### config.mk
export PLATFORM = sky130hd
export DESIGN_NAME = safety_input_evaluator
export DESIGN_NICKNAME = d
export VERILOG_FILES = /design/src/safety_input_pkg.sv /design/src/safety_input_evaluator.sv
export VERILOG_INCLUDE_DIRS = /design/src
export SDC_FILE = /design/constraint.sdc
export NUM_CORES = 1
export LEC_CHECK = 0
export ABC_AREA = 1
export BUFFER_PORTS_ARGS = -buffer_cell sky130_fd_sc_hd__clkbuf_2
export CORE_UTILIZATION = 55
export CTS_CLUSTER_DIAMETER = 60
export DETAILED_ROUTE_END_ITERATION = 12
export PLACE_DENSITY = 0.73
export SETUP_SLACK_MARGIN = 0.1
export SYNTH_ARGS = -nofsm -noshare
export SYNTH_HDL_FRONTEND = slang
export SYNTH_SLANG_ARGS = --single-unit
### constraint.sdc
create_clock -name clk_in -period 3.9 [get_ports clk_in]
set_input_delay 0.78 -clock clk_in [delete_from_list [all_inputs] [get_ports clk_in]]
set_output_delay 0.78 -clock clk_in [all_outputs]
set_load 0.02 [all_outputs]
### src/safety_input_cfg.svh
// constants for the safety input evaluator
`ifndef SAFETY_INPUT_CFG_SVH
`define SAFETY_INPUT_CFG_SVH
// timing in ns, clock at 100 MHz
`define CLK_PERIOD_NS 10
`define MS_TIME_NS 1000000
`define PB_OUT_TIME_NS 1500000
`define PB_IN_TIME_NS 500000
// register byte addresses
`define OFS_CTRL 5'h00
`define OFS_FILTER 5'h04
`define OFS_SIMUL 5'h08
`define OFS_DWELL 5'h0C
`define OFS_PATTERN 5'h10
`define OFS_STATE 5'h14
`define OFS_IRQ_STAT 5'h18
`define OFS_IRQ_MASK 5'h1C
// control field positions
`define CTRL_VAR_LSB 0
`define CTRL_SUB_LSB 3
`define CTRL_CNT_LSB 5
`define CTRL_OBO_BIT 9
`define CTRL_DWELL_BIT 10
`define CTRL_LAMP_BIT 11
// reset values
`define CTRL_RESET 12'h220
`define FILTER_RESET 16'h000A
`define SIMUL_RESET 16'h0064
`define DWELL_RESET 16'h0064
`define PATTERN_RESET 16'h00FF
// irq status bits
`define IRQ_ON_BIT 0
`define IRQ_OFF_BIT 1
`define IRQ_ERR_BIT 2
`define IRQ_SIMUL_BIT 3
`endif

### src/safety_input_pkg.sv
// types for the safety input evaluator
package safety_input_pkg;
  typedef enum logic [2:0] {
    ST_WAIT  = 3'h0,
    ST_READY = 3'h1,
    ST_ARM   = 3'h3,
    ST_ON    = 3'h2,
    ST_ERR   = 3'h6
  } eval_state_type;
  typedef enum logic [2:0] {
    VAR_ADVANCED = 3'h0,
    VAR_SELECTOR = 3'h1,
    VAR_DOOR     = 3'h2,
    VAR_LIGHT    = 3'h3,
    VAR_ESTOP    = 3'h4,
    VAR_BUTTON   = 3'h5
  } variant_type;
endpackage

### src/safety_input_evaluator.sv
// safety input evaluator with avalon-mm register slave
// ----------------------------------------------------------------
// Overview of operation
// - on output high only in ON state, low in OFF or ERROR.
// - error output high only in ERROR state.
// - a pin counts ON only after staying ON longer than filter time.
// - with start-up check, a valid OFF must be seen before ON.
// - ON only if all pins reach ON within the simultaneity time.
// - after simultaneity failure, all pins must go OFF before retrying.
// - with dwell enabled, all pins stay OFF for dwell time first.
// - custom evaluator uses one to eight pins.
// - each pin has its own ON and OFF pattern bit.
// - selector uses single NO, double NO or NC/NO contacts.
// - door sensor is ON only when both pins show ON.
// - emergency stop uses single NC, double NC or NC/NO contacts.
// - push button pin drives 1.5 ms then senses 0.5 ms, repeating.
// - lamp input drives the button lamp during the drive phase.
// - push button ON only after sensed high longer than filter.
// ----------------------------------------------------------------
//
// Design decisions made here: the Avalon-MM interface to the registers and the register offsets.
`include "safety_input_cfg.svh"
`timescale 1ns/10ps
`default_nettype none
module safety_input_evaluator
  import safety_input_pkg::*;
#(
  parameter int MS_CYCLES  = `MS_TIME_NS / `CLK_PERIOD_NS,
  parameter int PB_OUT_CYC = `PB_OUT_TIME_NS / `CLK_PERIOD_NS,
  parameter int PB_IN_CYC  = `PB_IN_TIME_NS / `CLK_PERIOD_NS,
  parameter int PINS       = 8
)
(
  input  wire logic        clk_in,         // system clock
  input  wire logic        rst_b_in,       // sync reset, active low
  input  wire logic        ce_in,          // clock enable
  input  wire logic [4:0]  address_in,     // avalon byte address
  input  wire logic        read_in,        // avalon read
  input  wire logic        write_in,       // avalon write
  input  wire logic [31:0] writedata_in,   // avalon write data
  output var  logic [31:0] readdata_out,   // avalon read data
  output logic             waitrequest_out,// avalon wait
  input  wire logic [7:0]  pin_in,         // field pin levels
  input  wire logic        lamp_in,        // button lamp request
  output var  logic        pb_drive_out,   // button pin drive level
  output var  logic        pb_oe_out,      // button pin output enable
  output logic             on_out,         // function in ON state
  output logic             error_out,      // function in ERROR state
  output logic             irq_out         // level interrupt
);
  localparam int CW = 20;
  // ----------------------------------------------------------------
  // helpers
  // ----------------------------------------------------------------
  function automatic logic [15:0] sat_inc(input logic [15:0] v);
    sat_inc = (v == 16'hFFFF) ? v : v + 16'h0001;
  endfunction
  // variant decode: {count-1, on pattern, off pattern}
  function automatic logic [18:0] var_cfg(input variant_type v, input logic [1:0] sub,
                                          input logic [3:0] cnt, input logic [15:0] pat);
    // register pattern: low byte is the on level, high byte the off level
    var_cfg = {3'h0, pat[7:0], pat[15:8]};
    unique case (v)
      VAR_ADVANCED: var_cfg = {cnt[2:0], pat[7:0], pat[15:8]};
      VAR_SELECTOR: var_cfg = (sub == 2'h0) ? {3'h0, 8'h01, 8'h00} :
                              (sub == 2'h1) ? {3'h1, 8'h03, 8'h00} : {3'h1, 8'h02, 8'h01};
      VAR_ESTOP:    var_cfg = (sub == 2'h0) ? {3'h0, 8'h01, 8'h00} :
                              (sub == 2'h1) ? {3'h1, 8'h03, 8'h00} : {3'h1, 8'h01, 8'h02};
      VAR_DOOR,
      VAR_LIGHT:    var_cfg = {3'h1, pat[7:0], pat[15:8]};
      VAR_BUTTON:   var_cfg = {3'h0, 8'h01, 8'h00};
      default:      var_cfg = {cnt[2:0], pat[7:0], pat[15:8]};
    endcase
  endfunction

  // ----------------------------------------------------------------
  // register slave
  // ----------------------------------------------------------------
  logic [11:0] ctrl_reg;
  logic [15:0] filter_reg, simul_reg, dwell_reg, pattern_reg;
  logic [3:0]  irq_stat_reg, irq_mask_reg, irq_set;
  logic        ack_reg;
  eval_state_type state_reg, state_next;
  logic [7:0]  filt_on;
  wire logic   req = read_in | write_in;
  wire logic   wr_go = ce_in & write_in & ack_reg;
  // one wait cycle, then the access completes
  assign waitrequest_out = req & ~ack_reg;
  always_ff @(posedge clk_in)
    if (!rst_b_in) ack_reg <= 1'b0;
    else if (ce_in) ack_reg <= req & ~ack_reg;
  // read data latched in the wait cycle, stands at completion
  always_ff @(posedge clk_in)
    if (!rst_b_in) readdata_out <= 32'h0000_0000;
    else if (ce_in && read_in && !ack_reg)
      unique case (address_in)
        `OFS_CTRL:     readdata_out <= {20'h0, ctrl_reg};
        `OFS_FILTER:   readdata_out <= {16'h0, filter_reg};
        `OFS_SIMUL:    readdata_out <= {16'h0, simul_reg};
        `OFS_DWELL:    readdata_out <= {16'h0, dwell_reg};
        `OFS_PATTERN:  readdata_out <= {16'h0, pattern_reg};
        `OFS_STATE:    readdata_out <= {8'h0, pin_in, filt_on, 5'h0, state_reg};
        `OFS_IRQ_STAT: readdata_out <= {28'h0, irq_stat_reg};
        `OFS_IRQ_MASK: readdata_out <= {28'h0, irq_mask_reg};
        default:       readdata_out <= 32'h0000_0000;
      endcase
  // configuration writes
  always_ff @(posedge clk_in)
    if (!rst_b_in)
    begin
      ctrl_reg     <= `CTRL_RESET;
      filter_reg   <= `FILTER_RESET;
      simul_reg    <= `SIMUL_RESET;
      dwell_reg    <= `DWELL_RESET;
      pattern_reg  <= `PATTERN_RESET;
      irq_mask_reg <= 4'h0;
    end
    else if (wr_go)
      unique case (address_in)
        `OFS_CTRL:     ctrl_reg     <= writedata_in[11:0];
        `OFS_FILTER:   filter_reg   <= writedata_in[15:0];
        `OFS_SIMUL:    simul_reg    <= writedata_in[15:0];
        `OFS_DWELL:    dwell_reg    <= writedata_in[15:0];
        `OFS_PATTERN:  pattern_reg  <= writedata_in[15:0];
        `OFS_IRQ_MASK: irq_mask_reg <= writedata_in[3:0];
        default:       ;
      endcase
  // sticky events, write one to clear; a new event beats the clear
  always_ff @(posedge clk_in)
    if (!rst_b_in) irq_stat_reg <= 4'h0;
    else if (ce_in)
      irq_stat_reg <= (irq_stat_reg & ~((wr_go && address_in == `OFS_IRQ_STAT) ?
                       writedata_in[3:0] : 4'h0)) | irq_set;
  assign irq_out = |(irq_stat_reg & irq_mask_reg);

  // ----------------------------------------------------------------
  // configuration decode
  // ----------------------------------------------------------------
  variant_type var_sel;
  logic [18:0] vcfg;
  logic [7:0]  pin_mask, on_pat, off_pat, src, on_hit, off_hit;
  assign var_sel = variant_type'(ctrl_reg[`CTRL_VAR_LSB +: 3]);
  assign vcfg    = var_cfg(var_sel, ctrl_reg[`CTRL_SUB_LSB +: 2],
                           ctrl_reg[`CTRL_CNT_LSB +: 4], pattern_reg);
  assign on_pat  = vcfg[15:8];
  assign off_pat = vcfg[7:0];
  assign pin_mask = 8'hFF >> (3'h7 - vcfg[18:16]);

  // ----------------------------------------------------------------
  // timebase and push button time sharing
  // ----------------------------------------------------------------
  logic [CW-1:0] ms_cnt_reg, pb_cnt_reg;
  logic          ms_tick, pb_sample_reg;
  assign ms_tick = (ms_cnt_reg == CW'(MS_CYCLES - 1));
  always_ff @(posedge clk_in)
    if (!rst_b_in) ms_cnt_reg <= '0;
    else if (ce_in) ms_cnt_reg <= ms_tick ? '0 : ms_cnt_reg + 1'b1;
  // drive phase, then sense phase, repeating
  always_ff @(posedge clk_in)
    if (!rst_b_in)
    begin
      pb_cnt_reg <= '0;
      pb_oe_out  <= 1'b0;
    end
    else if (ce_in)
    begin
      if (var_sel != VAR_BUTTON)
      begin
        pb_cnt_reg <= '0;
        pb_oe_out  <= 1'b0;
      end
      else if (pb_cnt_reg == CW'((pb_oe_out ? PB_OUT_CYC : PB_IN_CYC) - 1))
      begin
        pb_cnt_reg <= '0;
        pb_oe_out  <= ~pb_oe_out;
      end
      else pb_cnt_reg <= pb_cnt_reg + 1'b1;
    end
  always_ff @(posedge clk_in)
    if (!rst_b_in) pb_drive_out <= 1'b0;
    else if (ce_in)
      pb_drive_out <= (var_sel == VAR_BUTTON) & lamp_in & ctrl_reg[`CTRL_LAMP_BIT];
  // sense at the end of the input phase, pin has settled by then
  always_ff @(posedge clk_in)
    if (!rst_b_in) pb_sample_reg <= 1'b0;
    else if (ce_in && var_sel == VAR_BUTTON && !pb_oe_out &&
             pb_cnt_reg == CW'(PB_IN_CYC - 1))
      pb_sample_reg <= pin_in[0];

  // ----------------------------------------------------------------
  // pin classification and on filter
  // ----------------------------------------------------------------
  logic [15:0] filt_cnt_reg [PINS];
  assign src = (var_sel == VAR_BUTTON) ? {7'h00, pb_sample_reg} : pin_in;
  // per pin on and off pattern
  assign on_hit  = pin_mask & ~(src ^ on_pat);
  assign off_hit = pin_mask & ~(src ^ off_pat);
  // rising edge filtered in ms, same for the button
  always_ff @(posedge clk_in)
    if (!rst_b_in)
      for (int i = 0; i < PINS; i++) filt_cnt_reg[i] <= 16'h0000;
    else if (ce_in)
      for (int i = 0; i < PINS; i++)
        if (!on_hit[i]) filt_cnt_reg[i] <= 16'h0000;
        else if (ms_tick && filt_cnt_reg[i] <= filter_reg)
          filt_cnt_reg[i] <= sat_inc(filt_cnt_reg[i]);
  always_comb
    for (int i = 0; i < 8; i++)
      filt_on[i] = (i < PINS) && on_hit[i] && (filt_cnt_reg[i] > filter_reg);

  logic all_on, any_on, all_off, invalid;
  assign all_on  = &(filt_on | ~pin_mask);
  assign any_on  = |filt_on;
  assign all_off = (off_hit == pin_mask);
  assign invalid = |(pin_mask & ~(on_hit | off_hit));

  // ----------------------------------------------------------------
  // simultaneity and dwell timers
  // ----------------------------------------------------------------
  logic [15:0] simul_cnt_reg, dwell_cnt_reg;
  logic        simul_fail, dwell_ok;
  always_ff @(posedge clk_in)
    if (!rst_b_in) simul_cnt_reg <= 16'h0000;
    else if (ce_in)
      if (state_reg != ST_ARM) simul_cnt_reg <= 16'h0000;
      else if (ms_tick) simul_cnt_reg <= sat_inc(simul_cnt_reg);
  assign simul_fail = (simul_cnt_reg > simul_reg);
  // all off for the dwell time
  always_ff @(posedge clk_in)
    if (!rst_b_in) dwell_cnt_reg <= 16'h0000;
    else if (ce_in)
      // a dwell met while ready is kept, else the on filter delay would lose it
      if (!all_off && !(state_reg == ST_READY && dwell_cnt_reg >= dwell_reg))
        dwell_cnt_reg <= 16'h0000;
      else if (ms_tick) dwell_cnt_reg <= sat_inc(dwell_cnt_reg);
  assign dwell_ok = !ctrl_reg[`CTRL_DWELL_BIT] || (dwell_cnt_reg >= dwell_reg);

  // ----------------------------------------------------------------
  // evaluation state machine
  // ----------------------------------------------------------------
  always_comb
  begin
    state_next = state_reg;
    unique case (state_reg)
      // wait for a valid off state
      ST_WAIT:  if (invalid) state_next = ST_ERR;
                else if (all_off) state_next = ST_READY;
      ST_READY: if (invalid) state_next = ST_ERR;
                else if (any_on && dwell_ok) state_next = ST_ARM;
      // all on within the window, both door pins
      ST_ARM:   if (invalid || simul_fail) state_next = ST_ERR;
                else if (all_on) state_next = ST_ON;
                else if (all_off) state_next = ST_READY;
      ST_ON:    if (invalid) state_next = ST_ERR;
                else if (!all_on) state_next = ST_WAIT;
      // leave error only when all off
      ST_ERR:   if (all_off) state_next = ST_READY;
      default:  state_next = ST_ERR;
    endcase
  end
  // reset always enters the wait state, so a valid off is needed before on
  always_ff @(posedge clk_in)
    if (!rst_b_in) state_reg <= ST_WAIT;
    else if (ce_in) state_reg <= state_next;
  assign irq_set = ce_in ? {state_reg == ST_ARM && state_next == ST_ERR,
                            state_reg != ST_ERR && state_next == ST_ERR,
                            state_reg == ST_ON && state_next != ST_ON,
                            state_reg != ST_ON && state_next == ST_ON} : 4'h0;
  assign on_out    = (state_reg == ST_ON);
  assign error_out = (state_reg == ST_ERR);
endmodule
`default_nettype wire

==> metrics <==
Setup WS pre-CTS ~0.58 ns; detailed placement HPWL 38.78 mm; Tcrit/Tclk final 85.50%; max FFs per register between 100 and 150; reg-to-reg endpoint filt_cnt_reg[0][8]$_SDFFCE_PN0P_; cell taking the most area after synthesis edfxtp_1; antenna-violating nets left 0; Clock Tree Buf Depth 3; synth top area cells edfxtp_1, dfxtp_1, ha_1; DIE AREA between 30,000 and 40,000 µm²; sequential element share of the synthesized area 39.13%; Reg2Reg Depth 8; Layout Area Growth over Synthesis 11.12%; Avg Inst Size Synth 7.713 µm²; Antenna Cells 0; Arr. time, crit path 3.50 ns; FF-to-FF setup slack 0.57 ns; worst slew pin tran just over 0.9 ns; Max Cap Viol 0; Hold Path Depth 2; setup TNS 0 ns; final hold violation count 0; Pwr Density around 360 nW/µm²; worst-case vdd ir drop 0.0003901 V; slack of the critical path 0.5653 ns; largest net degree at the start of global routing 84; fillcell total between 3,000 and 4,000; outcome completed; fin area 21,550 µm²; Leakage 8.930 nW; antenna violations before repair 0; Post-Route WL about 52 mm; worst min path class flop to flop; shortest period the worst path allows ~3.3 ns; GRT overflow 0; H-tree depth 2; cts bufs inserted 38; Hold EP pb_sample_reg$_SDFFE_PN0P_; Max Fclk 0.2999 GHz; Mapped Area 19,390 µm²; # setup viols final 0; core area 34,630 µm²; Post-synth top flop dfxtp_1; Synth warnings 0; number of remaining DRC errors 0; # Post-CTS Setup Buffers 0; TritonRoute pass-1 iters 5; layout cells sized above 1 8.064%; CTS Hold Buffers Added 0; post-synth top area share 19.82%; # IOs 89; Final Slew Violations 0; Post-DP Area approximately 20,000 µm²; post-CTS sizing 0; 1st-iter DRT viols 1,348; CP Capture Type flop; Slew HR 39.28%; GRT Total Usage 29.42%; Worst Path Max Fanout 16; detail-routed net length per standard cell 17.01 µm; GPL Wtd Cong 0.9375; CTS tree done; HP Start pb_sample_reg$_SDFFE_PN0P_; post-synth cell types 62; CTS Sinks 315; Fin Hold WS 0.4662 ns; DR vias 17,410; reg-to-reg startpoint ctrl_reg[0]$_SDFFE_PN0P_; CP startpoint kind flop; Die Span X 189.8 µm; Initial Util 55.99%; setup skew after layout around 0.033 ns; Synth Instances approximately 2,500; RSZ-0062 raised after global routing no; vias per std cell 5.644; clk_lat worst skew 0.56 ns; CP required 4.06 ns; asr flop ratio synth 0%; via count of the first global-routing pass 16,750; CTS clk-pin slew, worst paths 0.06 ns; number of synthesized register bits between 300 and 400; Site Rows 68; height of the die 189.8 µm; Post-synth EDFFs 128; number of port buffers 64; CP Class flop to flop; first-pass GRT wire length 83.99 mm; NumNets Final 2,824; Root Buffer clkbuf_16
[worst max-delay path by stage]
stage	start	end	cells past startpoint
2_1_floorplan	ce_in	filt_cnt_reg[0][16]$_SDFFCE_PN0P_	8
3_3_place_gp	ce_in	filt_cnt_reg[1][19]$_SDFFCE_PN0P_	12
3_5_place_dp	ce_in	filt_cnt_reg[1][19]$_SDFFCE_PN0P_	12
4_1_cts	ms_cnt_reg[12]$_SDFFE_PN0P_	filt_cnt_reg[1][19]$_SDFFCE_PN0P_	12
5_1_grt	ms_cnt_reg[0]$_SDFFE_PN0P_	filt_cnt_reg[1][22]$_SDFFCE_PN0P_	14
6_report	ctrl_reg[0]$_SDFFE_PN0P_	filt_cnt_reg[0][8]$_SDFFCE_PN0P_	8
[metal layers]
layer  vias to the layer above  wire [µm]  GRT usage (%)
met2                       529      24530          49.54
met4                         0       2917          16.00
met1                      8006      21930          36.60
met5                         -          0              0
li1                       8725          -              -
met3                       145       3070          3.763
[cells in the mapped netlist (2+ instances only)]
cell and n:
a41oi_1 2, dfxtp_1 187, edfxtp_1 128, nor2_1 266, a21oi_1 256, o22ai_1 20
nor3_2 3, nand2_1 467, o41ai_1 5, a221oi_1 7, nor4_1 11, nand4_1 43
nand2_2 6, o21bai_1 6, o211ai_1 17, clkinv_1 6, clkbuf_1 48, xnor2_1 8
and3_1 6, o21a_1 15, buf_2 2, a22o_1 2, nor2_2 10, nand3b_1 3
nor4b_1 2, o221ai_1 8, inv_1 312, nor3_1 80, o21ai_0 152, a31oi_1 10
nand3_2 5, nor3b_1 42, nand3_1 99, or2_2 3, inv_2 9, a211oi_1 10
xor2_1 50, nor3b_2 2, buf_6 3, ha_1 172, buf_4 10
[cells in the final DEF (no fill, tap or decap), types with 9 or more instances in the layout]
| master | instances |
|---|---|
| nand4_1 | 43 |
| a21oi_1 | 256 |
| a31oi_1 | 10 |
| nor3b_1 | 42 |
| nand2_1 | 467 |
| o211ai_1 | 17 |
| clkbuf_2 | 64 |
| inv_1 | 312 |
| clkbuf_16 | 39 |
| nor2_1 | 266 |
| clkinv_2 | 11 |
| dfxtp_1 | 187 |
| xor2_1 | 50 |
| a211oi_1 | 10 |
| edfxtp_1 | 128 |
| nor3_1 | 79 |
| nor4_1 | 11 |
| nand3_1 | 99 |
| buf_4 | 40 |
| inv_2 | 9 |
| o21a_1 | 15 |
| o21ai_0 | 152 |
| o22ai_1 | 20 |
| nor2_2 | 10 |
| ha_1 | 172 |
[worst max-delay path: stages (launching register included)]
cell	delay (ns)
dfxtp_1	0.53
nand3_1	0.49
o21ai_1	0.42
xor2_1	0.47
nor2_1	0.14
nand2_1	0.09
buf_4	0.21
o21ai_0	0.11
inv_1	0.48
[area by class of cell]
cell class                      instances  area [µm²]  share of cell area, %
Multi-Input combinational cell       1815       10300                  47.82
Sequential cell                       315        7587                  35.21
Inverter                              327        1227                  5.697
Clock buffer                           48        1030                  4.779
Timing Repair Buffer                  104       620.6                  2.880
Tap cell                              455       569.3                  2.642
Clock inverter                         20       207.7                 0.9640
[report_power, final]
group / internal, mW / switching, mW / total (mW) / leakage, nW
Combinational: 0.191 / 0.381 / 0.573 / 5.40
Sequential: 3.50 / 0.0830 / 3.59 / 2.92
Clock: 2.08 / 1.46 / 3.55 / 0.611
[stage by stage]
| step | cells | util (%) | power (mW) |
|---|---|---|---|
| CTS | 3084 | 62.22 | 7.749 |
| global placement | 3016 | 58.65 | 4.197 |
| detailed placement | 3016 | 58.65 | 4.221 |
| finish | 3084 | 62.22 | 7.705 |
| global route | 3084 | 62.22 | 7.975 |
| floorplan | 2521 | - | 4.042 |
[cells by family (layout without fill, tap and decap cells)]
group / after synthesis / count (layout) / share of synthesized area [%]
AND/OR/NAND/NOR: 1054 / 1054 / 24.18
adder cells (fa/ha/maj): 172 / 172 / 11.10
buffers and inverters: 391 / 499 / 7.892
other: 1 / 8 / 0.01934
flip-flops: 315 / 315 / 39.13
AO/OA/AOI/OAI: 523 / 523 / 15.06
XOR/XNOR: 58 / 58 / 2.620
Power figures use the tool's default switching activity.
